File: config.mk
export PLATFORM = sky130hd
export DESIGN_NAME = compact_timer_module
export DESIGN_NICKNAME = d
export VERILOG_FILES = /design/src/ctm_pkg.sv /design/src/compact_timer_module.sv
export SDC_FILE = /design/constraint.sdc
export NUM_CORES = 1
export LEC_CHECK = 0
export BUFFER_PORTS_ARGS = -buffer_cell sky130_fd_sc_hd__buf_2
export CAP_MARGIN = 20
export CORE_AREA = 3 3 94 96
export CTS_BUF_LIST = sky130_fd_sc_hd__clkbuf_16
export DETAILED_ROUTE_END_ITERATION = 12
export DIE_AREA = 0 0 97 99
export GPL_TIMING_DRIVEN = 0
export PLACE_DENSITY_LB_ADDON = 0.08
export SETUP_SLACK_MARGIN = 0.4
export SLEW_MARGIN = 15
export SYNTH_ARGS = -nofsm -noshare
export SYNTH_HDL_FRONTEND = slang
export SYNTH_SLANG_ARGS = --single-unit
export TNS_END_PERCENT = 10
File: constraint.sdc
create_clock -name mclk_in -period 2.7 [get_ports mclk_in]
set_clock_uncertainty 0.1 [all_clocks]
set_input_delay 0.27 -clock mclk_in [delete_from_list [all_inputs] [get_ports mclk_in]]
set_output_delay 0.27 -clock mclk_in [all_outputs]
set_load 0.02 [all_outputs]
File: src/ctm_pkg.sv
// Constants for the compact 10-bit timer with compare and PWM output
package ctm_pkg;

  // ----------------------------------------------------------------
  // Counter geometry
  // ----------------------------------------------------------------
  localparam int unsigned CNT_W    = 10;
  localparam int unsigned RP_W     = 3;
  localparam int unsigned RP_LSB   = 7;
  localparam int unsigned SPAN_W   = 11;
  localparam logic [10:0] FULL_SPAN = 11'h400;

  // ----------------------------------------------------------------
  // Register byte offsets
  // ----------------------------------------------------------------
  localparam logic [7:0] OFS_CTRL0 = 8'h00;
  localparam logic [7:0] OFS_CTRL1 = 8'h04;
  localparam logic [7:0] OFS_COUNT = 8'h08;
  localparam logic [7:0] OFS_CMPA  = 8'h0C;
  localparam logic [7:0] OFS_FLAGS = 8'h10;

  // ----------------------------------------------------------------
  // Control 0 fields
  // ----------------------------------------------------------------
  localparam int unsigned C0_ENABLE  = 3;
  localparam int unsigned C0_RP_LSB  = 0;

  // ----------------------------------------------------------------
  // Control 1 fields
  // ----------------------------------------------------------------
  localparam int unsigned C1_MODE_HI = 7;
  localparam int unsigned C1_MODE_LO = 6;
  localparam int unsigned C1_ACT_HI  = 5;
  localparam int unsigned C1_ACT_LO  = 4;
  localparam int unsigned C1_INIT    = 3;
  localparam int unsigned C1_INVERT  = 2;
  localparam int unsigned C1_SWAP    = 1;
  localparam int unsigned C1_CLRSEL  = 0;

  // ----------------------------------------------------------------
  // Flag fields
  // ----------------------------------------------------------------
  localparam int unsigned FL_A = 0;
  localparam int unsigned FL_P = 1;

  // ----------------------------------------------------------------
  // Modes and output actions
  // ----------------------------------------------------------------
  localparam logic [1:0] MODE_CMP  = 2'h0;
  localparam logic [1:0] MODE_UNDF = 2'h1;
  localparam logic [1:0] MODE_PWM  = 2'h2;
  localparam logic [1:0] MODE_TC   = 2'h3;
  localparam logic [1:0] ACT_NONE  = 2'h0;
  localparam logic [1:0] ACT_LOW   = 2'h1;
  localparam logic [1:0] ACT_HIGH  = 2'h2;
  localparam logic [1:0] ACT_TOG   = 2'h3;

  // ----------------------------------------------------------------
  // Reset values and bus answers
  // ----------------------------------------------------------------
  localparam logic [7:0] CTRL0_RST = 8'h00;
  localparam logic [7:0] CTRL1_RST = 8'h00;
  localparam logic [9:0] CMPA_RST  = 10'h000;
  localparam logic [1:0] RESP_OKAY = 2'h0;
  localparam logic [1:0] RESP_SLVERR = 2'h2;
  localparam int unsigned TICK_DIV_DEF = 1;

endpackage

File: src/compact_timer_module.sv
// Compact 10-bit timer: counter, two comparators, compare/PWM output, AXI4-Lite registers
//
// Operation
// - Initial level sets start or active level
// - Invert bit inverts pin outside timer mode
// - Swap bit exchanges period and duty sources
// - Clear select picks comparator A or P
// - Overflow clear only with period bits zero
// - PWM ignores clear select, swap picks
// - Mode field: 00 compare, 11 timer, 10 PWM
// - Compare mode clear-P raises both flags
// - Clear select A raises no P flag outside PWM
// - Compare A zero wraps at 3FF, no flag
// - Compare mode pin changes only on comparator A match or enable rise
// - Action field: none, low, high, toggle
// - Enable rising edge loads initial pin level
// - Timer mode counts alike, pin released
// - PWM: one compare clears, other sets duty
// - PWM raises both flags on matches
// - PWM counting continues with forced pin levels
// - Period codes give 128 steps, 000 gives 1024
// - Duty at or above period: always active
// - Swapped: compare A period, code gives duty
// - Enable rise clears counter, fall holds it
// - Period code compared with counter bits 9..7
// - PWM action: inactive, active, waveform, undefined
`timescale 1ns/1ps

module compact_timer_module #(
  parameter int unsigned TICK_DIV = ctm_pkg::TICK_DIV_DEF,
  parameter int unsigned ADDR_W   = 8
) (
  input  wire logic              mclk_in,
  input  wire logic              reset_in,
  input  wire logic [ADDR_W-1:0] s_axi_awaddr_in,
  input  wire logic              s_axi_awvalid_in,
  output logic                   s_axi_awready_out,
  input  wire logic [31:0]       s_axi_wdata_in,
  input  wire logic [3:0]        s_axi_wstrb_in,
  input  wire logic              s_axi_wvalid_in,
  output logic                   s_axi_wready_out,
  output logic [1:0]             s_axi_bresp_out,
  output logic                   s_axi_bvalid_out,
  input  wire logic              s_axi_bready_in,
  input  wire logic [ADDR_W-1:0] s_axi_araddr_in,
  input  wire logic              s_axi_arvalid_in,
  output logic                   s_axi_arready_out,
  output logic [31:0]            s_axi_rdata_out,
  output logic [1:0]             s_axi_rresp_out,
  output logic                   s_axi_rvalid_out,
  input  wire logic              s_axi_rready_in,
  input  wire logic              timer_output_pin_0_in,
  output logic                   timer_output_pin_0_out,
  output logic                   timer_output_pin_0_oe_n_out,
  input  wire logic              timer_output_pin_1_in,
  output logic                   timer_output_pin_1_out,
  output logic                   timer_output_pin_1_oe_n_out,
  output logic                   compare_a_match_flag_out,
  output logic                   compare_p_match_flag_out
);

  initial begin
    if (TICK_DIV < 1 || TICK_DIV > 65536) begin
      $error("TICK_DIV must lie between 1 and 65536");
    end
    if (ADDR_W < 8 || ADDR_W > 32) begin
      $error("ADDR_W must lie between 8 and 32");
    end
  end

  // ----------------------------------------------------------------
  // Helpers
  // ----------------------------------------------------------------
  function automatic logic [10:0] rp_span(input logic [2:0] code);
    rp_span = (code == 3'h0) ? ctm_pkg::FULL_SPAN : {1'b0, code, 7'h00};
  endfunction

  function automatic logic [10:0] a_span(input logic [9:0] value);
    a_span = (value == 10'h000) ? ctm_pkg::FULL_SPAN : {1'b0, value};
  endfunction

  function automatic logic [7:0] word_ofs(input logic [ADDR_W-1:0] addr);
    word_ofs = {addr[7:2], 2'h0};
  endfunction

  // ----------------------------------------------------------------
  // Register state
  // ----------------------------------------------------------------
  logic [7:0]        ctrl0_reg;
  logic [7:0]        ctrl1_reg;
  logic [9:0]        cmpa_reg;
  logic [9:0]        cnt_reg;
  logic              flag_a_reg;
  logic              flag_p_reg;
  logic              en_d_reg;
  logic              cmp_level_reg;
  logic              pin_reg;
  logic              pin_oe_n_reg;
  logic [15:0]       div_reg;
  logic              tick_reg;

  logic              en;
  logic [2:0]        rp;
  logic [1:0]        mode;
  logic [1:0]        action;
  logic              init_lvl;
  logic              invert;
  logic              swap;
  logic              clr_sel;

  assign en       = ctrl0_reg[ctm_pkg::C0_ENABLE];
  assign rp       = ctrl0_reg[ctm_pkg::C0_RP_LSB +: ctm_pkg::RP_W];
  assign mode     = ctrl1_reg[ctm_pkg::C1_MODE_HI:ctm_pkg::C1_MODE_LO];
  assign action   = ctrl1_reg[ctm_pkg::C1_ACT_HI:ctm_pkg::C1_ACT_LO];
  assign init_lvl = ctrl1_reg[ctm_pkg::C1_INIT];
  assign invert   = ctrl1_reg[ctm_pkg::C1_INVERT];
  assign swap     = ctrl1_reg[ctm_pkg::C1_SWAP];
  assign clr_sel  = ctrl1_reg[ctm_pkg::C1_CLRSEL];

  // ----------------------------------------------------------------
  // AXI4-Lite write path
  // ----------------------------------------------------------------
  logic [ADDR_W-1:0] aw_addr_reg;
  logic              aw_have_reg;
  logic [31:0]       w_data_reg;
  logic [3:0]        w_strb_reg;
  logic              w_have_reg;
  logic              bvalid_reg;
  logic [1:0]        bresp_reg;
  logic              wr_fire;
  logic [7:0]        wr_ofs;
  logic              wr_known;

  assign s_axi_awready_out = !aw_have_reg && !bvalid_reg;
  assign s_axi_wready_out  = !w_have_reg && !bvalid_reg;
  assign s_axi_bvalid_out  = bvalid_reg;
  assign s_axi_bresp_out   = bresp_reg;
  assign wr_fire           = aw_have_reg && w_have_reg && !bvalid_reg;
  assign wr_ofs            = word_ofs(aw_addr_reg);
  assign wr_known          = (wr_ofs <= ctm_pkg::OFS_FLAGS);

  always_ff @(posedge mclk_in) begin
    if (reset_in) begin
      aw_have_reg <= 1'b0;
      aw_addr_reg <= '0;
    end else if (s_axi_awvalid_in && s_axi_awready_out) begin
      aw_have_reg <= 1'b1;
      aw_addr_reg <= s_axi_awaddr_in;
    end else if (wr_fire) begin
      aw_have_reg <= 1'b0;
    end
  end

  always_ff @(posedge mclk_in) begin
    if (reset_in) begin
      w_have_reg <= 1'b0;
      w_data_reg <= 32'h0000_0000;
      w_strb_reg <= 4'h0;
    end else if (s_axi_wvalid_in && s_axi_wready_out) begin
      w_have_reg <= 1'b1;
      w_data_reg <= s_axi_wdata_in;
      w_strb_reg <= s_axi_wstrb_in;
    end else if (wr_fire) begin
      w_have_reg <= 1'b0;
    end
  end

  always_ff @(posedge mclk_in) begin
    if (reset_in) begin
      bvalid_reg <= 1'b0;
      bresp_reg  <= ctm_pkg::RESP_OKAY;
    end else if (wr_fire) begin
      bvalid_reg <= 1'b1;
      bresp_reg  <= wr_known ? ctm_pkg::RESP_OKAY : ctm_pkg::RESP_SLVERR;
    end else if (s_axi_bready_in) begin
      bvalid_reg <= 1'b0;
    end
  end

  // ----------------------------------------------------------------
  // Configuration registers
  // ----------------------------------------------------------------
  always_ff @(posedge mclk_in) begin
    if (reset_in) begin
      ctrl0_reg <= ctm_pkg::CTRL0_RST;
      ctrl1_reg <= ctm_pkg::CTRL1_RST;
      cmpa_reg  <= ctm_pkg::CMPA_RST;
    end else if (wr_fire) begin
      if (wr_ofs == ctm_pkg::OFS_CTRL0 && w_strb_reg[0]) begin
        ctrl0_reg <= w_data_reg[7:0];
      end
      if (wr_ofs == ctm_pkg::OFS_CTRL1 && w_strb_reg[0]) begin
        ctrl1_reg <= w_data_reg[7:0];
      end
      if (wr_ofs == ctm_pkg::OFS_CMPA && w_strb_reg[0]) begin
        cmpa_reg[7:0] <= w_data_reg[7:0];
      end
      if (wr_ofs == ctm_pkg::OFS_CMPA && w_strb_reg[1]) begin
        cmpa_reg[9:8] <= w_data_reg[9:8];
      end
    end
  end

  // ----------------------------------------------------------------
  // AXI4-Lite read path
  // ----------------------------------------------------------------
  logic              rvalid_reg;
  logic [31:0]       rdata_reg;
  logic [1:0]        rresp_reg;
  logic [7:0]        rd_ofs;

  assign s_axi_arready_out = !rvalid_reg;
  assign s_axi_rvalid_out  = rvalid_reg;
  assign s_axi_rdata_out   = rdata_reg;
  assign s_axi_rresp_out   = rresp_reg;
  assign rd_ofs            = word_ofs(s_axi_araddr_in);

  always_ff @(posedge mclk_in) begin
    if (reset_in) begin
      rvalid_reg <= 1'b0;
      rdata_reg  <= 32'h0000_0000;
      rresp_reg  <= ctm_pkg::RESP_OKAY;
    end else if (s_axi_arvalid_in && s_axi_arready_out) begin
      rvalid_reg <= 1'b1;
      rresp_reg  <= ctm_pkg::RESP_OKAY;
      case (rd_ofs)
        ctm_pkg::OFS_CTRL0: rdata_reg <= {24'h000000, ctrl0_reg};
        ctm_pkg::OFS_CTRL1: rdata_reg <= {24'h000000, ctrl1_reg};
        ctm_pkg::OFS_COUNT: rdata_reg <= {22'h000000, cnt_reg};
        ctm_pkg::OFS_CMPA:  rdata_reg <= {22'h000000, cmpa_reg};
        ctm_pkg::OFS_FLAGS: rdata_reg <= {30'h00000000, flag_p_reg, flag_a_reg};
        default: begin
          rdata_reg <= 32'h0000_0000;
          rresp_reg <= ctm_pkg::RESP_SLVERR;
        end
      endcase
    end else if (s_axi_rready_in) begin
      rvalid_reg <= 1'b0;
    end
  end

  // ----------------------------------------------------------------
  // Timer clock enable
  // ----------------------------------------------------------------
  always_ff @(posedge mclk_in) begin
    if (reset_in) begin
      div_reg  <= 16'h0000;
      tick_reg <= 1'b0;
    end else if (div_reg >= 16'(TICK_DIV - 1)) begin
      div_reg  <= 16'h0000;
      tick_reg <= 1'b1;
    end else begin
      div_reg  <= div_reg + 16'h0001;
      tick_reg <= 1'b0;
    end
  end

  // ----------------------------------------------------------------
  // Counter and comparators
  // ----------------------------------------------------------------
  logic        en_rise;
  logic        run;
  logic [9:0]  inc;
  logic        a_match;
  logic        p_match;
  logic        clr_by_a;
  logic        a_set;
  logic        p_set;

  assign en_rise = en && !en_d_reg;
  assign run     = en && tick_reg && (mode != ctm_pkg::MODE_UNDF);
  assign inc     = cnt_reg + 10'h001;
  // Zero compare A never matches so the counter wraps at 3FF
  assign a_match = (inc == cmpa_reg) && (cmpa_reg != 10'h000);
  // Only the top three bits meet the period code; code 000 is the wrap
  assign p_match = (inc[9:7] == rp) && (inc[6:0] == 7'h00);
  assign clr_by_a = (mode == ctm_pkg::MODE_PWM) ? swap : clr_sel;
  assign a_set   = run && !en_rise && a_match;
  assign p_set   = run && !en_rise && p_match
                   && ((mode == ctm_pkg::MODE_PWM) || !clr_sel);

  always_ff @(posedge mclk_in) begin
    if (reset_in) begin
      en_d_reg <= 1'b0;
    end else begin
      en_d_reg <= en;
    end
  end

  always_ff @(posedge mclk_in) begin
    if (reset_in) begin
      cnt_reg <= 10'h000;
    end else if (en_rise) begin
      cnt_reg <= 10'h000;
    end else if (run) begin
      if (clr_by_a ? a_match : p_match) begin
        cnt_reg <= 10'h000;
      end else begin
        cnt_reg <= inc;
      end
    end
  end

  // ----------------------------------------------------------------
  // Match flags, write one to clear, a new match wins over the clear
  // ----------------------------------------------------------------
  logic flag_clr_a;
  logic flag_clr_p;

  assign flag_clr_a = wr_fire && (wr_ofs == ctm_pkg::OFS_FLAGS) && w_strb_reg[0]
                      && w_data_reg[ctm_pkg::FL_A];
  assign flag_clr_p = wr_fire && (wr_ofs == ctm_pkg::OFS_FLAGS) && w_strb_reg[0]
                      && w_data_reg[ctm_pkg::FL_P];

  always_ff @(posedge mclk_in) begin
    if (reset_in) begin
      flag_a_reg <= 1'b0;
      flag_p_reg <= 1'b0;
    end else begin
      if (a_set) begin
        flag_a_reg <= 1'b1;
      end else if (flag_clr_a) begin
        flag_a_reg <= 1'b0;
      end
      if (p_set) begin
        flag_p_reg <= 1'b1;
      end else if (flag_clr_p) begin
        flag_p_reg <= 1'b0;
      end
    end
  end

  assign compare_a_match_flag_out = flag_a_reg;
  assign compare_p_match_flag_out = flag_p_reg;

  // ----------------------------------------------------------------
  // Compare-match output level
  // ----------------------------------------------------------------
  always_ff @(posedge mclk_in) begin
    if (reset_in) begin
      cmp_level_reg <= 1'b0;
    end else if (en_rise) begin
      cmp_level_reg <= init_lvl;
    end else if (a_set && mode == ctm_pkg::MODE_CMP) begin
      case (action)
        ctm_pkg::ACT_LOW:  cmp_level_reg <= 1'b0;
        ctm_pkg::ACT_HIGH: cmp_level_reg <= 1'b1;
        ctm_pkg::ACT_TOG:  cmp_level_reg <= !cmp_level_reg;
        default:           cmp_level_reg <= cmp_level_reg;
      endcase
    end
  end

  // ----------------------------------------------------------------
  // PWM waveform and pin driver
  // ----------------------------------------------------------------
  logic [10:0] duty;
  logic        pwm_on;
  logic        pwm_level;
  logic        pin_level;

  assign duty   = swap ? rp_span(rp) : a_span(cmpa_reg);
  // Active from each clear until the duty count; duty at or past period stays on
  assign pwm_on = ({1'b0, cnt_reg} < duty);

  always_comb begin
    case (action)
      ctm_pkg::ACT_NONE: pwm_level = !init_lvl;
      ctm_pkg::ACT_LOW:  pwm_level = init_lvl;
      ctm_pkg::ACT_HIGH: pwm_level = pwm_on ? init_lvl : !init_lvl;
      default:           pwm_level = !init_lvl;
    endcase
  end

  assign pin_level = ((mode == ctm_pkg::MODE_PWM) ? pwm_level : cmp_level_reg)
                     ^ invert;

  always_ff @(posedge mclk_in) begin
    if (reset_in) begin
      pin_reg      <= 1'b0;
      pin_oe_n_reg <= 1'b1;
    end else begin
      pin_reg      <= pin_level;
      pin_oe_n_reg <= (mode == ctm_pkg::MODE_TC) || (mode == ctm_pkg::MODE_UNDF);
    end
  end

  assign timer_output_pin_0_out      = pin_reg;
  assign timer_output_pin_1_out      = pin_reg;
  assign timer_output_pin_0_oe_n_out = pin_oe_n_reg;
  assign timer_output_pin_1_oe_n_out = pin_oe_n_reg;
endmodule // compact_timer_module

### Yosys cells after proc, flatten, opt, wreduce, memory -nomap -nowiden

Cells that the tools add are included.

| storage, ports and cells | value |
|---|---|
| register bits | 119 |
| logic and storage cells | 131 |
| bits of input ports | 61 |
| output and inout port bits | 47 |

| operators by class | value |
|---|---|
| reduce and logical (&&, ||, !) cells | 59 |
| eq/ne operators | 16 |
| order comparisons | 3 |
| bitwise operators | 1 |
| add/sub/neg operators | 2 |
| muxes and demuxes | 27 |

Operator list:

| cell | number |
|---|---|
| $pmux W10 S5 | 1 |
| $mux W11 | 3 |
| $logic_and A1 B1 Y1 | 25 |
| $eq A6 B2 Y1 const B | 3 |
| $mux W1 | 18 |
| $add A16 B1 Y16 const B | 1 |
| $ge A16 B1 Y1 const B | 1 |
| $logic_not A8 Y1 | 2 |
| $reduce_bool A2 Y1 | 7 |
| $eq A6 B1 Y1 const B | 2 |
| $eq A6 B3 Y1 const B | 2 |
| $lt A10 B11 Y1 | 1 |
| $add A10 B1 Y10 const B | 1 |
| $eq A10 B10 Y1 | 1 |
| $logic_not A10 Y1 | 1 |
| $mux W10 | 1 |
| $reduce_and A2 Y1 | 5 |
| $reduce_bool A10 Y1 | 1 |
| $logic_not A1 Y1 | 9 |
| $eq A2 B2 Y1 const B | 4 |
| $le A8 B5 Y1 const B | 1 |
| $logic_not A7 Y1 | 1 |
| $reduce_or A5 Y1 | 1 |
| $eq A2 B1 Y1 const B | 2 |
| other kinds (11) | 14 |

### Logic depth before layout (Yosys ltp)

Gate-level depths: netlist of the first run.

| depth | value |
|---|---|
| word-level depth | 8 |
| depth in mapped cells | 10 |
| mapped depth without buffers | 9 |

### Worst setup path before layout of the first run

No wires, ideal clock.

| timing path | value |
|---|---|
| kind | flip-flop to flip-flop |
| from | reg cnt_reg[1] |
| to | reg cmp_level_reg |
| clock period less this slack | 2.423 ns |
| data arrival time | 2.201 ns |
| library setup time | 0.122 ns |
| data required time | 2.478 ns |
| slack | 0.277 ns |
| cell stages (with the launch flop) | 9 |
| buffers on the path | 0 |
| path through | dfxtp_1 ha_1 nand3_1 xnor2_1 nand3_1 nor4_4 nand4_2 o211a_1 a311o_1 |

| between the ends | value |
|---|---|
| cells in the longest elaborated chain, start to end | 7 |

Ends and longest elaborated chain:

| item | RTL line | text |
|---|---|---|
| from (decl) | compact_timer_module.sv:92 | `logic [9:0] cnt_reg;` |
| from (signal assigned) | compact_timer_module.sv:299 | `cnt_reg <= inc;` |
| $add A10 B1 Y10 | compact_timer_module.sv:272 | `assign inc = cnt_reg + 10'h001;` |
| $eq A10 B10 Y1 | compact_timer_module.sv:274 | `assign a_match = (inc == cmpa_reg) && (cmpa_reg != 10'h000);` |
| $logic_and A1 B1 Y1 | compact_timer_module.sv:274 |  |
| $logic_and A1 B1 Y1 | compact_timer_module.sv:278 | `assign a_set = run && !en_rise && a_match;` |
| $logic_and A1 B1 Y1 | compact_timer_module.sv:344 | `end else if (a_set && mode == ctm_pkg::MODE_CMP) begin` |
| $reduce_bool A2 Y1 (no source line) | - |  |
| $reduce_and A2 Y1 (no source line) | - |  |
| to (signal assigned) | compact_timer_module.sv:343 | `cmp_level_reg <= init_lvl;` |
| to (signal assigned) | compact_timer_module.sv:348 | `ctm_pkg::ACT_TOG: cmp_level_reg <= !cmp_level_reg;` |
| to (signal assigned) | compact_timer_module.sv:349 | `default: cmp_level_reg <= cmp_level_reg;` |
| to (decl) | compact_timer_module.sv:96 | `logic cmp_level_reg;` |

No other way between the ends.
A chain may end at the register's enable or synchronous reset.

### Worst setup path after layout of the first run

| timing path | value |
|---|---|
| from | reg ctrl1_reg[1] |
| to | reg pin_reg (netlist: timer_output_pin_0_out) |

| between the ends | value |
|---|---|
| cells in the longest elaborated chain, start to end | 6 |

Ends and longest elaborated chain:

| item | RTL line | text |
|---|---|---|
| from (decl) | compact_timer_module.sv:90 | `logic [7:0] ctrl1_reg;` |
| from (signal assigned) | compact_timer_module.sv:186 | `ctrl1_reg <= ctm_pkg::CTRL1_RST;` |
| from (signal assigned) | compact_timer_module.sv:193 | `ctrl1_reg <= w_data_reg[7:0];` |
| $mux W11 | compact_timer_module.sv:362 | `assign duty = swap ? rp_span(rp) : a_span(cmpa_reg);` |
| $lt A10 B11 Y1 | compact_timer_module.sv:364 | `assign pwm_on = ({1'b0, cnt_reg} < duty);` |
| $mux W1 | compact_timer_module.sv:370 | `ctm_pkg::ACT_HIGH: pwm_level = pwm_on ? init_lvl : !init_lvl;` |
| $pmux W1 S2 | compact_timer_module.sv:367 | `case (action)` |
| $mux W1 | compact_timer_module.sv:375 | `assign pin_level = ((mode == ctm_pkg::MODE_PWM) ? pwm_level : cmp_level_reg)` |
| $xor A1 B1 Y1 | compact_timer_module.sv:376 | `^ invert;` |
| to (signal assigned) | compact_timer_module.sv:383 | `pin_reg <= pin_level;` |
| to (decl) | compact_timer_module.sv:97 | `logic pin_reg;` |

No other way between the ends.

==> flow_summary.html, run 1 <==
<table>
<tr><th>Metric</th><th>Value</th></tr>
<tr><th colspan="2">Power and ir drop</th></tr>
<tr><td>Worst vdd ir</td><td>roughly 0.0004 V</td></tr>
<tr><td>Leakage power figure</td><td>2.339 nW</td></tr>
<tr><td>Design Power</td><td>2.616 mW</td></tr>
<tr><td>PwrDens</td><td>482.0 mW/mm²</td></tr>
<tr><th colspan="2">Clock tree</th></tr>
<tr><td># H-tree levels</td><td>3</td></tr>
<tr><td>Source-to-sink clock delay at the later pin of the worst-skew pair</td><td>340 ps</td></tr>
<tr><td>Register clock-pin slew on the reported worst setup and hold paths</td><td>about 70 ps</td></tr>
<tr><td>Maximum buffer depth of the clock tree</td><td>2</td></tr>
<tr><td>Clock Sinks</td><td>77</td></tr>
<tr><td>Cell at the root of the clock tree</td><td>clkbuf_16</td></tr>
<tr><td>TritonCTS clock tree</td><td>built</td></tr>
<tr><td>Number of buffers inserted during clock tree synthesis</td><td>9</td></tr>
<tr><th colspan="2">Route</th></tr>
<tr><td>Initial drt markers</td><td>approximately 300</td></tr>
<tr><td>Number of remaining DRC errors</td><td>0</td></tr>
<tr><td>First-pass detailed-route iteration total</td><td>5</td></tr>
<tr><td>Post-route antenna net violation count</td><td>0</td></tr>
<tr><td>Via total after detailed routing</td><td>between 4k and 5k</td></tr>
<tr><td>Wire length after detailed routing</td><td>about 12000 µm</td></tr>
<tr><td>Avg WL per Cell</td><td>around 16 µm</td></tr>
<tr><td>Ratio of routed vias to standard cells</td><td>5.478</td></tr>
<tr><th colspan="2">Min path</th></tr>
<tr><td>Worst min-delay path class</td><td>in -&gt; reg</td></tr>
<tr><th colspan="2">Placed design</th></tr>
<tr><td>RD Place Congestion</td><td>between 0.9 and 1</td></tr>
<tr><td>Count of buffers from port buffering</td><td>52</td></tr>
<tr><td>DPL Wire Length</td><td>about 8400 µm</td></tr>
<tr><td>Number of instances in the placed design</td><td>roughly 710</td></tr>
<tr><td>Post-DP Area</td><td>between 0.004 and 0.005 mm²</td></tr>
<tr><th colspan="2">Global routing</th></tr>
<tr><td>Overall Global Routing Usage</td><td>roughly a quarter</td></tr>
<tr><td>Maximum number of pins on one net before global-route repair</td><td>17</td></tr>
<tr><td>Busiest grt layer</td><td>met2</td></tr>
<tr><td>Number of global-route vias before repair</td><td>between 3k and 4k</td></tr>
<tr><td>Initial antenna violation count</td><td>0</td></tr>
<tr><td>Met1 Track Usage GR</td><td>a little under a third</td></tr>
<tr><td>Met2 Resource Use GR</td><td>about two fifths</td></tr>
<tr><td>Total global routing overflow</td><td>0</td></tr>
<tr><td>Routing usage on met3</td><td>between 4 and 5%</td></tr>
<tr><td>Global-route wire length before repair</td><td>18350 µm</td></tr>
<tr><th colspan="2">Floorplanning</th></tr>
<tr><td>Area of the core</td><td>0.008134 mm²</td></tr>
<tr><td>Die outline area</td><td>slightly below 0.01 mm²</td></tr>
<tr><td>Ports placed on the boundary</td><td>about 110</td></tr>
<tr><td>Die Ht</td><td>between 90 and 100 µm</td></tr>
<tr><td>Floorplan die width</td><td>between 90 and 100 µm</td></tr>
<tr><td>Standard-cell row count</td><td>33</td></tr>
<tr><td>Initial cell density of the core</td><td>between 50% and 60%</td></tr>
<tr><th colspan="2">Worst setup path</th></tr>
<tr><td>Cell Chain, Critical Path</td><td>clkbuf_8 &gt; nand2b_1 &gt; ha_1 &gt; a21oi_1 &gt; o22ai_1 &gt; a211oi_2 &gt; o31ai_1 &gt; a31oi_1 &gt; mux2_2</td></tr>
<tr><td>Kind of critical path</td><td>reg -&gt; reg</td></tr>
<tr><td>Critical path endpoint category</td><td>register</td></tr>
<tr><td>Master of the slowest instance on the critical path</td><td>mux2_2</td></tr>
<tr><td>CP required</td><td>about 2800 ps</td></tr>
<tr><td>Arrival time reported for the critical path endpoint</td><td>about 2500 ps</td></tr>
<tr><td>CP startpoint kind</td><td>register</td></tr>
<tr><td>Delay of the slowest cell on the worst path</td><td>about 360 ps</td></tr>
<tr><td>CP Max Fanout</td><td>5</td></tr>
<tr><td>Family with the most delay on the worst path</td><td>compound AO/OA/AOI/OAI gates</td></tr>
<tr><td>Buf+Inv Stages, Crit Path</td><td>1</td></tr>
<tr><th colspan="2">Final layout</th></tr>
<tr><td>Most frequent standard cell in the layout excluding fill and tap cells</td><td>dfxtp_1</td></tr>
<tr><td>Final cell area excluding filler cells</td><td>0.005428 mm²</td></tr>
<tr><td>Layout cells sized above 1</td><td>24.41%</td></tr>
<tr><td>Final Net Count</td><td>705</td></tr>
<tr><td>Most frequent cells in the layout</td><td>72 x dfxtp_1, 69 x nor2_1, 61 x nand2_1, 55 x buf_2, 43 x mux2i_1</td></tr>
<tr><td>Filler-free cell count of the finished design</td><td>740</td></tr>
<tr><td>Area added between synthesis and finish</td><td>24.98%</td></tr>
<tr><td>Ant diodes</td><td>0</td></tr>
<tr><th colspan="2">Synth</th></tr>
<tr><td>Number of cells produced by synthesis</td><td>~530</td></tr>
<tr><td>Ys async rst share</td><td>0%</td></tr>
<tr><td>Unique masters post-synth</td><td>51</td></tr>
<tr><td>Cell area after synthesis</td><td>0.004343 mm²</td></tr>
<tr><td>Seq/Total Area, Yosys</td><td>35.49%</td></tr>
<tr><td>Number of flops mapped to enable cells by yosys</td><td>0</td></tr>
<tr><td>Ys flop type</td><td>dfxtp_1</td></tr>
<tr><td>Synth warn</td><td>0</td></tr>
<tr><td>Synthesized area divided by synthesized cell count</td><td>around 8.2 µm²</td></tr>
<tr><td>Register bit count reported by yosys</td><td>77</td></tr>
<tr><th colspan="2">Outcome</th></tr>
<tr><td>Run status</td><td>finished, final reports clean</td></tr>
<tr><th colspan="2">Timing</th></tr>
<tr><td>Post-layout min period</td><td>approximately 2400 ps</td></tr>
<tr><td>Worst slew margin</td><td>37.15%</td></tr>
<tr><td>Number of hold violations in the final report</td><td>0</td></tr>
<tr><td>Final-layout setup total negative slack</td><td>0 ps</td></tr>
<tr><td>Finish-stage setup viols</td><td>0</td></tr>
<tr><td>Number of max-slew violations in the final report</td><td>0</td></tr>
<tr><td>Final hold slack</td><td>about 46 ps</td></tr>
<tr><td>Slew @ Worst Pin</td><td>937.2 ps</td></tr>
<tr><td>Post-route fraction of the period consumed by the critical path</td><td>88.80%</td></tr>
<tr><td>Unrepaired setup endpoints after global routing</td><td>yes</td></tr>
<tr><td>Timing-limited maximum frequency</td><td>between 400 and 500 MHz</td></tr>
<tr><th colspan="2">Job</th></tr>
<tr><td>Number of maximum-capacitance constraint violations</td><td>0</td></tr>
</table>
==> layer usage <==
layer  share of wire, %  vias up
met5                  0        -
met3                6.9       20
li1                   -     2018
met4                1.9        0
met1                 43     1864
met2                 48      152
==> repair_timing <==
item | in CTS | in global routing
hold buffers | 1 | 0
gates resized for setup | 26 | 20
cloned | 1 | 0
hold endpoints to repair | 1 | 0
pin swaps | 8 | 7
setup buffers | 5 | 8
setup endpoints to repair | 37 | 35
==> worst register-to-register path, cell delays in order (launching register included) <==
cell and delay [ps]:
dfxtp_4 350, clkbuf_8 140, nand2b_1 140, ha_1 310, a21oi_1 200, o22ai_1 110
a211oi_2 290, o31ai_1 130, a31oi_1 160, mux2_2 360
==> logic make-up after synthesis <==
logic type,count (synthesis),synth area share [%]
and+or+nand+nor,214,23.85
AOI/OAI and AO/OA,89,13.37
DFF,77,35.49
buffers and inverters,68,8.384
muxes,47,10.95
xor gates and xnor gates,19,3.832
adders and majority gates,14,4.033
other,1,0.08635
==> metrics by stage <==
step | setup slack [ps] | util (%)
final | 302.5 | 66.73
after floorplan | 304.7 | -
after CTS | 332.5 | 64.74
after global placement | -156.2 | 59.31
after detailed placement | -136.4 | 59.31
after global routing | 128.7 | 66.73
==> path summary, 6_finish.rpt <==
check	start	to	slack, ps	cells past startpoint
worst min register to register	s_axi_rdata_out[8]	s_axi_rdata_out[8]	350	2
worst max register to register	ctrl1_reg[1]	timer_output_pin_0_out	300	9
worst max-delay path	ctrl1_reg[1]	timer_output_pin_0_out	300	9
worst min-delay path	reset_in	en_d_reg	50	2
==> power breakdown <==
| group | total, mW | internal (mW) | switching (mW) |
|---|---|---|---|
| Sequential | 1.19 | 1.16 | 0.0295 |
| Clock | 1.19 | 0.645 | 0.546 |
| Combinational | 0.233 | 0.0911 | 0.142 |
| Total | 2.62 | 1.90 | 0.718 |
==> cells in the mapped netlist (4+ instances only) <==
master    instances  share of area, %
mux2i_1          43               9.9
a21oi_1          29               3.3
nor2b_1           4              0.58
nand2b_1         13               1.9
o21ai_0          16               1.8
dfxtp_1          77                35
mux2_2            4               1.0
nand3_1          10               1.2
nand4_1           7               1.0
nor2_1           69               6.0
xor2_1            9               1.8
xnor2_1          10               2.0
o211ai_1          7               1.2
buf_2             6              0.69
nand2_1          61               5.3
a31oi_1           4              0.58
a22oi_1           6               1.0
buf_4            27               4.7
a211oi_1          6               1.0
nor4_1            7               1.0
nor3_1           13               1.5
clkbuf_1         19               1.6
inv_1            16               1.4
a221o_1           6               1.4
and3_1            9               1.3
ha_1             14               4.0
==> layout make-up <==
cell class / instances / area, µm²
fillers: 700 / 2706
multi-input cells: 407 / 2654
flip-flops and latches: 77 / 1555
repair buffers: 67 / 395.4
plain buffers: 52 / 337.8
clock buffers: 9 / 225.2
well taps: 105 / 131.4
clock inverters: 7 / 68.82
inverters: 16 / 60.06
No activity file was read; power rests on OpenSTA's default activity.
==> inputs of run 2 (changes only) <==
BUFFER_PORTS_ARGS = -buffer_cell sky130_fd_sc_hd__buf_4   (was -buffer_cell sky130_fd_sc_hd__buf_2)
PLACE_DENSITY = 0.76   (was unset)
PLACE_DENSITY_LB_ADDON = unset   (was 0.08)
==> flow_summary.html, run 2 (synthesis results as in run 1) <==
<table>
<tr><th>Metric</th><th>Value</th></tr>
<tr><th colspan="2">Clock tree</th></tr>
<tr><td>Number of buffers inserted during clock tree synthesis</td><td>9</td></tr>
<tr><td>Quantity of hold-fixing buffers added after cts</td><td>0</td></tr>
<tr><td>Clock Sinks</td><td>a little under 80</td></tr>
<tr><td>Maximum buffer depth of the clock tree</td><td>2</td></tr>
<tr><td>Cell at the root of the clock tree</td><td>clkbuf_16</td></tr>
<tr><td># H-tree levels</td><td>3</td></tr>
<tr><td>Register clock-pin slew on the reported worst setup and hold paths</td><td>approximately 60 ps</td></tr>
<tr><td>TritonCTS clock tree</td><td>built</td></tr>
<tr><td>Source-to-sink clock delay at the later pin of the worst-skew pair</td><td>340 ps</td></tr>
<tr><th colspan="2">Global routing</th></tr>
<tr><td>Number of global-route vias before repair</td><td>about 3.8k</td></tr>
<tr><td>Total global routing overflow</td><td>0</td></tr>
<tr><td>Initial antenna violation count</td><td>0</td></tr>
<tr><td>Overall Global Routing Usage</td><td>~24%</td></tr>
<tr><td>Global-route wire length before repair</td><td>about 19000 µm</td></tr>
<tr><td>Maximum number of pins on one net before global-route repair</td><td>15</td></tr>
<tr><th colspan="2">Min path</th></tr>
<tr><td>Startpoint of the tightest hold check path</td><td>s_axi_rready_in</td></tr>
<tr><td>Cell depth of the worst min-delay path</td><td>2</td></tr>
<tr><td>Hold-critical path endpoint</td><td>s_axi_rvalid_out</td></tr>
<tr><td>Worst min-delay path class</td><td>in -&gt; reg</td></tr>
<tr><th colspan="2">Route</th></tr>
<tr><td>Ratio of routed vias to standard cells</td><td>5.643</td></tr>
<tr><td>Avg WL per Cell</td><td>15.96 µm</td></tr>
<tr><td>Number of remaining DRC errors</td><td>0</td></tr>
<tr><td>First-pass detailed-route iteration total</td><td>6</td></tr>
<tr><td>Wire length after detailed routing</td><td>about 12000 µm</td></tr>
<tr><td>Via total after detailed routing</td><td>approximately 4.1k</td></tr>
<tr><td>Initial drt markers</td><td>around 280</td></tr>
<tr><td>Post-route antenna net violation count</td><td>0</td></tr>
<tr><th colspan="2">Power and ir drop</th></tr>
<tr><td>Leakage power figure</td><td>around 2.3 nW</td></tr>
<tr><td>Worst vdd ir</td><td>0.0004978 V</td></tr>
<tr><td>Switching Share</td><td>between 20% and 30%</td></tr>
<tr><td>PwrDens</td><td>roughly 520 mW/mm²</td></tr>
<tr><td>Design Power</td><td>2.857 mW</td></tr>
<tr><td>Switching component of the power</td><td>about 670 µW</td></tr>
<tr><td>Share of total power in combinational logic</td><td>a little under 9%</td></tr>
<tr><td>Clock network fraction of design power</td><td>between 40% and 50%</td></tr>
<tr><td>Internal Dissipation</td><td>between 2 and 2.5 mW</td></tr>
<tr><td>Share of power burned in registers</td><td>between 40% and 50%</td></tr>
<tr><th colspan="2">Worst setup path</th></tr>
<tr><td>Critical path endpoint category</td><td>register</td></tr>
<tr><td>CP Max Fanout</td><td>5</td></tr>
<tr><td>Family with the most delay on the worst path</td><td>compound AO/OA/AOI/OAI gates</td></tr>
<tr><td>Delay of the slowest cell on the worst path</td><td>370 ps</td></tr>
<tr><td>Worst reg2reg setup slack</td><td>~260 ps</td></tr>
<tr><td>Master of the slowest instance on the critical path</td><td>a211oi_2</td></tr>
<tr><td>Buf+Inv Stages, Crit Path</td><td>1</td></tr>
<tr><td>Reg2reg path depth</td><td>9</td></tr>
<tr><td>Arrival time reported for the critical path endpoint</td><td>roughly 2600 ps</td></tr>
<tr><td>Critical register-to-register path endpoint</td><td>timer_output_pin_0_out</td></tr>
<tr><td>CP startpoint kind</td><td>register</td></tr>
<tr><td>Reg2reg start</td><td>ctrl1_reg[1]</td></tr>
<tr><td>Cell Chain, Critical Path</td><td>clkbuf_8 &gt; nand2b_1 &gt; ha_1 &gt; nor4b_2 &gt; o21ai_0 &gt; a211oi_2 &gt; o31ai_1 &gt; a31oi_1 &gt; mux2_2</td></tr>
<tr><td>CP required</td><td>2830 ps</td></tr>
<tr><td>Kind of critical path</td><td>reg -&gt; reg</td></tr>
<tr><th colspan="2">Final layout</th></tr>
<tr><td>Area added between synthesis and finish</td><td>25.70%</td></tr>
<tr><td>Most frequent standard cell in the layout excluding fill and tap cells</td><td>buf_4</td></tr>
<tr><td>Final cell area excluding filler cells</td><td>between 0.005 and 0.006 mm²</td></tr>
<tr><td>Ant diodes</td><td>0</td></tr>
<tr><td>Count of fill cells added during filler insertion</td><td>between 600 and 700</td></tr>
<tr><td>Most frequent cells in the layout</td><td>86 x buf_4, 71 x dfxtp_1, 69 x nor2_1, 61 x nand2_1, 43 x mux2i_1</td></tr>
<tr><td>Final Net Count</td><td>697</td></tr>
<tr><td>Layout cells sized above 1</td><td>22.49%</td></tr>
<tr><th colspan="2">Floorplanning</th></tr>
<tr><td>Initial cell density of the core</td><td>53.39%</td></tr>
<tr><td>Die outline area</td><td>about 0.0096 mm²</td></tr>
<tr><td>Die Ht</td><td>a little under 100 µm</td></tr>
<tr><td>Floorplan die width</td><td>slightly below 100 µm</td></tr>
<tr><td>Area of the core</td><td>0.008134 mm²</td></tr>
<tr><td>Ports placed on the boundary</td><td>about 110</td></tr>
<tr><td>Standard-cell row count</td><td>33</td></tr>
<tr><th colspan="2">Placed design</th></tr>
<tr><td>RD Place Congestion</td><td>around 0.97</td></tr>
<tr><td>Count of buffers from port buffering</td><td>between 50 and 60</td></tr>
<tr><td>DPL Wire Length</td><td>8751 µm</td></tr>
<tr><td>Post-DP Area</td><td>0.004955 mm²</td></tr>
<tr><th colspan="2">Timing</th></tr>
<tr><td>Timing-limited maximum frequency</td><td>between 400 and 500 MHz</td></tr>
<tr><td>Final-layout setup total negative slack</td><td>0 ps</td></tr>
<tr><td>Number of max-slew violations in the final report</td><td>0</td></tr>
<tr><td>Finish-stage setup viols</td><td>0</td></tr>
<tr><td>Slew @ Worst Pin</td><td>slightly above 900 ps</td></tr>
<tr><td>Unrepaired setup endpoints after global routing</td><td>yes</td></tr>
<tr><td>Final hold slack</td><td>around 17 ps</td></tr>
<tr><td>Number of hold violations in the final report</td><td>0</td></tr>
<tr><td>Worst slew margin</td><td>between 30% and 40%</td></tr>
<tr><td>Post-layout min period</td><td>2443 ps</td></tr>
<tr><td>Post-route fraction of the period consumed by the critical path</td><td>approximately 90%</td></tr>
<tr><th colspan="2">Outcome</th></tr>
<tr><td>Run status</td><td>finished, final reports clean</td></tr>
<tr><th colspan="2">Job</th></tr>
<tr><td>Number of maximum-capacitance constraint violations</td><td>0</td></tr>
</table>
==> run 2: power groups by stage <==
stage               clock network, mW  logic (mW)  registers, mW
floorplan                           0       0.161           1.22
global placement                    0       0.244           1.22
detailed placement                  0       0.249           1.22
CTS                              1.42       0.250           1.19
global route                     1.47       0.275           1.20
finish                           1.41       0.251           1.19
==> run 2: how the worst max path moves through the flow <==
stage / start / end / slack, ps / cells past startpoint
2_1_floorplan: cnt_reg[1] / cmp_level_reg / 300 / 8
3_3_place_gp: cnt_reg[1] / cnt_reg[1] / -80 / 8
3_5_place_dp: cnt_reg[1] / cnt_reg[1] / -150 / 8
4_1_cts: ctrl1_reg[1] / timer_output_pin_0_out / 290 / 10
5_1_grt: ctrl1_reg[1] / timer_output_pin_0_out / 180 / 9
6_report: ctrl1_reg[1] / timer_output_pin_0_out / 260 / 9
==> run 2: stage by stage <==
stage | utilization [%] | cells | setup slack [ps]
after global routing | 67.11 | 732 | 178.4
after detailed placement | 60.91 | 709 | -145.5
final | 67.11 | 732 | 256.9
after CTS | 67.04 | 732 | 288.3
after floorplan | - | 552 | 304.7
after global placement | 60.91 | 709 | -76.03
==> run 2: timing repair <==
item / in CTS / in global routing
setup buffers: 6 / 0
resized for setup: 28 / 2
cloned: 1 / 0
endpoints found under the setup margin: 37 / 19
pin swaps: 12 / 1
==> run 2: area by class of cell <==
cell class	instances	area, µm²	share of cell area (%)
plain buffers	52	326.6	5.982
clock buffers	9	225.2	4.126
clock inverters	7	122.6	2.246
inverters	16	60.06	1.100
multi-input cells	407	2596	47.56
flip-flops and latches	77	1554	28.47
well taps	105	131.4	2.407
repair buffers	59	442.9	8.114
==> run 2: routing by layer <==
| layer | up-vias | global-route usage (%) | part of all wire [%] |
|---|---|---|---|
| li1 | 1991 | - | - |
| met1 | 1933 | 29.95 | 42 |
| met2 | 181 | 42.62 | 49 |
| met3 | 26 | 5.520 | 7.8 |
| met4 | 0 | 6.803 | 1.7 |
| met5 | - | 0 | 0 |
==> inputs of run 3 (changes only) <==
GPL_TIMING_DRIVEN = unset   (was 0)
==> flow_summary.html, run 3 (synthesis results as in run 1) <==
<table>
<tr><th>Metric</th><th>Value</th></tr>
<tr><th colspan="2">Outcome</th></tr>
<tr><td>Run status</td><td>finished, final reports clean</td></tr>
<tr><th colspan="2">Worst setup path</th></tr>
<tr><td>Cell Chain, Critical Path</td><td>mux2i_2 &gt; ha_1 &gt; nand3_1 &gt; a211oi_2 &gt; a211oi_2 &gt; o211ai_1 &gt; o31ai_1 &gt; a31oi_1 &gt; mux2_2</td></tr>
<tr><td>Critical path endpoint category</td><td>register</td></tr>
<tr><td>Delay of the slowest cell on the worst path</td><td>390 ps</td></tr>
<tr><td>Worst reg2reg setup slack</td><td>350 ps</td></tr>
<tr><td>Critical register-to-register path endpoint</td><td>timer_output_pin_0_out</td></tr>
<tr><td>Reg2reg start</td><td>ctrl1_reg[1]</td></tr>
<tr><td>Kind of critical path</td><td>reg -&gt; reg</td></tr>
<tr><td>Arrival time reported for the critical path endpoint</td><td>2480 ps</td></tr>
<tr><td>Number of cells on the critical path</td><td>9</td></tr>
<tr><td>CP Max Fanout</td><td>12</td></tr>
<tr><td>CP startpoint kind</td><td>register</td></tr>
<tr><td>Cell repeated most along the worst path</td><td>a211oi_2</td></tr>
<tr><td>Worst setup path startpoint</td><td>ctrl1_reg[1]</td></tr>
<tr><td>CP required</td><td>~2800 ps</td></tr>
<tr><td>Buf+Inv Stages, Crit Path</td><td>0</td></tr>
<tr><td>Worst setup endpoint</td><td>timer_output_pin_0_out</td></tr>
<tr><td>Reg2reg path depth</td><td>9</td></tr>
<tr><td>Family with the most delay on the worst path</td><td>compound AO/OA/AOI/OAI gates</td></tr>
<tr><td>Master of the slowest instance on the critical path</td><td>dfxtp_4</td></tr>
<tr><th colspan="2">Timing</th></tr>
<tr><td>Post-layout worst setup margin</td><td>346.2 ps</td></tr>
<tr><td>Unrepaired setup endpoints after global routing</td><td>yes</td></tr>
<tr><td>Final-layout setup total negative slack</td><td>0 ps</td></tr>
<tr><td>Post-route fraction of the period consumed by the critical path</td><td>just under 90%</td></tr>
<tr><td>Worst slew margin</td><td>about 47%</td></tr>
<tr><td>Number of hold violations in the final report</td><td>0</td></tr>
<tr><td>Post-layout min period</td><td>2354 ps</td></tr>
<tr><td>Finish-stage setup viols</td><td>0</td></tr>
<tr><td>Timing-limited maximum frequency</td><td>between 400 and 500 MHz</td></tr>
<tr><td>Number of max-slew violations in the final report</td><td>0</td></tr>
<tr><td>Slew @ Worst Pin</td><td>approximately 790 ps</td></tr>
<tr><th colspan="2">Route</th></tr>
<tr><td>Ratio of routed vias to standard cells</td><td>5.636</td></tr>
<tr><td>Routed wire length on met2</td><td>~5600 µm</td></tr>
<tr><td>Post-route antenna net violation count</td><td>0</td></tr>
<tr><td>Wire length after detailed routing</td><td>11550 µm</td></tr>
<tr><td>Via total after detailed routing</td><td>slightly below 4k</td></tr>
<tr><td>Wire length the detailed router placed on met1</td><td>slightly below 5000 µm</td></tr>
<tr><td>Met3 WL post-DR</td><td>just over 700 µm</td></tr>
<tr><td>Number of remaining DRC errors</td><td>0</td></tr>
<tr><td>Initial drt markers</td><td>309</td></tr>
<tr><td>Avg WL per Cell</td><td>around 16 µm</td></tr>
<tr><td>First-pass detailed-route iteration total</td><td>4</td></tr>
<tr><td>Uppermost metal layer occupied by signal nets</td><td>met4</td></tr>
<tr><th colspan="2">Clock tree</th></tr>
<tr><td>Quantity of hold-fixing buffers added after cts</td><td>0</td></tr>
<tr><td>Source-to-sink clock delay at the later pin of the worst-skew pair</td><td>between 300 and 400 ps</td></tr>
<tr><td>Maximum buffer depth of the clock tree</td><td>2</td></tr>
<tr><td>Register clock-pin slew on the reported worst setup and hold paths</td><td>60 ps</td></tr>
<tr><td>Number of buffers inserted during clock tree synthesis</td><td>9</td></tr>
<tr><td>TritonCTS clock tree</td><td>built</td></tr>
<tr><td>Clock Sinks</td><td>77</td></tr>
<tr><td># H-tree levels</td><td>3</td></tr>
<tr><td>Cell at the root of the clock tree</td><td>clkbuf_16</td></tr>
<tr><th colspan="2">Floorplanning</th></tr>
<tr><td>Die outline area</td><td>0.009603 mm²</td></tr>
<tr><td>Standard-cell row count</td><td>33</td></tr>
<tr><td>Floorplan die width</td><td>a little under 100 µm</td></tr>
<tr><td>Die Ht</td><td>roughly 100 µm</td></tr>
<tr><td>Initial cell density of the core</td><td>approximately 53%</td></tr>
<tr><td>Area of the core</td><td>~0.0081 mm²</td></tr>
<tr><td>Ports placed on the boundary</td><td>~110</td></tr>
<tr><th colspan="2">Final layout</th></tr>
<tr><td>Filler-free cell count of the finished design</td><td>between 700 and 800</td></tr>
<tr><td>Finished Core Util</td><td>about two thirds</td></tr>
<tr><td>Final Net Count</td><td>roughly 670</td></tr>
<tr><td>Area added between synthesis and finish</td><td>22.56%</td></tr>
<tr><td>Layout cells sized above 1</td><td>about a quarter</td></tr>
<tr><td>Most frequent cells in the layout</td><td>80 x buf_4, 69 x nor2_1, 65 x dfxtp_1, 61 x nand2_1, 42 x mux2i_1</td></tr>
<tr><td>Most frequent standard cell in the layout excluding fill and tap cells</td><td>buf_4</td></tr>
<tr><td>Ant diodes</td><td>0</td></tr>
<tr><td>Count of fill cells added during filler insertion</td><td>between 600 and 700</td></tr>
<tr><th colspan="2">Power and ir drop</th></tr>
<tr><td>Share of power burned in registers</td><td>about 46%</td></tr>
<tr><td>Internal Dissipation</td><td>a little under 2 mW</td></tr>
<tr><td>Switching component of the power</td><td>roughly 660 µW</td></tr>
<tr><td>Switching Share</td><td>approximately a quarter</td></tr>
<tr><td>PwrDens</td><td>~500 mW/mm²</td></tr>
<tr><td>Clock network fraction of design power</td><td>between 40 and 50%</td></tr>
<tr><td>Design Power</td><td>2.623 mW</td></tr>
<tr><td>Worst vdd ir</td><td>a little under 0.0004 V</td></tr>
<tr><td>Share of total power in combinational logic</td><td>under 10%</td></tr>
<tr><td>Leakage power figure</td><td>2.198 nW</td></tr>
<tr><th colspan="2">Global routing</th></tr>
<tr><td>Global-route wire length before repair</td><td>18260 µm</td></tr>
<tr><td>Number of global-route vias before repair</td><td>roughly 3.7k</td></tr>
<tr><td>Total global routing overflow</td><td>0</td></tr>
<tr><td>Overall Global Routing Usage</td><td>23.40%</td></tr>
<tr><td>Maximum number of pins on one net before global-route repair</td><td>68</td></tr>
<tr><td>Initial antenna violation count</td><td>0</td></tr>
<tr><th colspan="2">Placed design</th></tr>
<tr><td>RD Place Congestion</td><td>a little over 0.9</td></tr>
<tr><td>DPL Wire Length</td><td>around 8200 µm</td></tr>
<tr><td>DP Worst Slack</td><td>between 50 and 60 ps</td></tr>
<tr><td>Count of buffers from port buffering</td><td>53</td></tr>
<tr><td>Number of instances in the placed design</td><td>between 600 and 700</td></tr>
<tr><th colspan="2">Min path</th></tr>
<tr><td>Worst min-delay path class</td><td>in -&gt; reg</td></tr>
<tr><th colspan="2">Job</th></tr>
<tr><td>Number of maximum-capacitance constraint violations</td><td>0</td></tr>
</table>
[run 3: cell types whose count changed in the layout (fill, tap and decap cells not counted), sizes merged]
cell	previous run	this run
clkinv	1	2
clkinvlp	0	1
clkbuf	29	9
buf	91	80
bufinv	3	1
[run 3: final cells by class]
cell class	instances	area, µm²	area share [%]
multi-input cells	407	2661	50.00
flip-flops and latches	77	1569	29.48
repair buffers	80	600.6	11.28
clock buffers	9	225.2	4.231
well taps	105	131.4	2.468
clock inverters	7	75.07	1.410
inverters	16	60.06	1.128
[run 3: power by group through the flow]
stage / logic [mW] / clock network, mW / registers [mW]
finish: 0.215 / 1.22 / 1.19
global route: 0.236 / 1.29 / 1.20
CTS: 0.215 / 1.23 / 1.19
detailed placement: 0.213 / 0 / 1.22
global placement: 0.209 / 0 / 1.22
floorplan: 0.161 / 0 / 1.22
[run 3: metal layers]
layer / vias to the layer above / track usage (%)
li1: 1922 / -
met2: 148 / 38.54
met4: 0 / 9.827
met1: 1862 / 30.11
met3: 19 / 4.529
met5: - / 0
[run 3: worst min-delay path by stage]
stage,startpoint,end,slack (ps),depth (start not counted)
6_report,s_axi_rready_in,s_axi_rvalid_out,10,2
3_5_place_dp,w_data_reg[8],w_data_reg[8],350,2
3_3_place_gp,s_axi_rdata_out[8],s_axi_rdata_out[8],350,2
5_1_grt,s_axi_rready_in,s_axi_rvalid_out,20,2
4_1_cts,s_axi_rready_in,s_axi_rvalid_out,4,2
2_1_floorplan,reset_in,en_d_reg,250,1
[run 3: per-stage QoR]
stage                     area, µm²  hold WS [ps]
after floorplan                4433         253.1
after global routing           5323         20.34
after global placement         4792         347.6
final                          5323         12.33
after detailed placement       4792         348.3
after CTS                      5169         4.124
[run 3: timing repair]
item                       4_1_cts  5_1_grt
gates resized for setup         21       20
pin swaps                        3       16
buffers inserted                 2        7
setup endpoints to repair       37       23
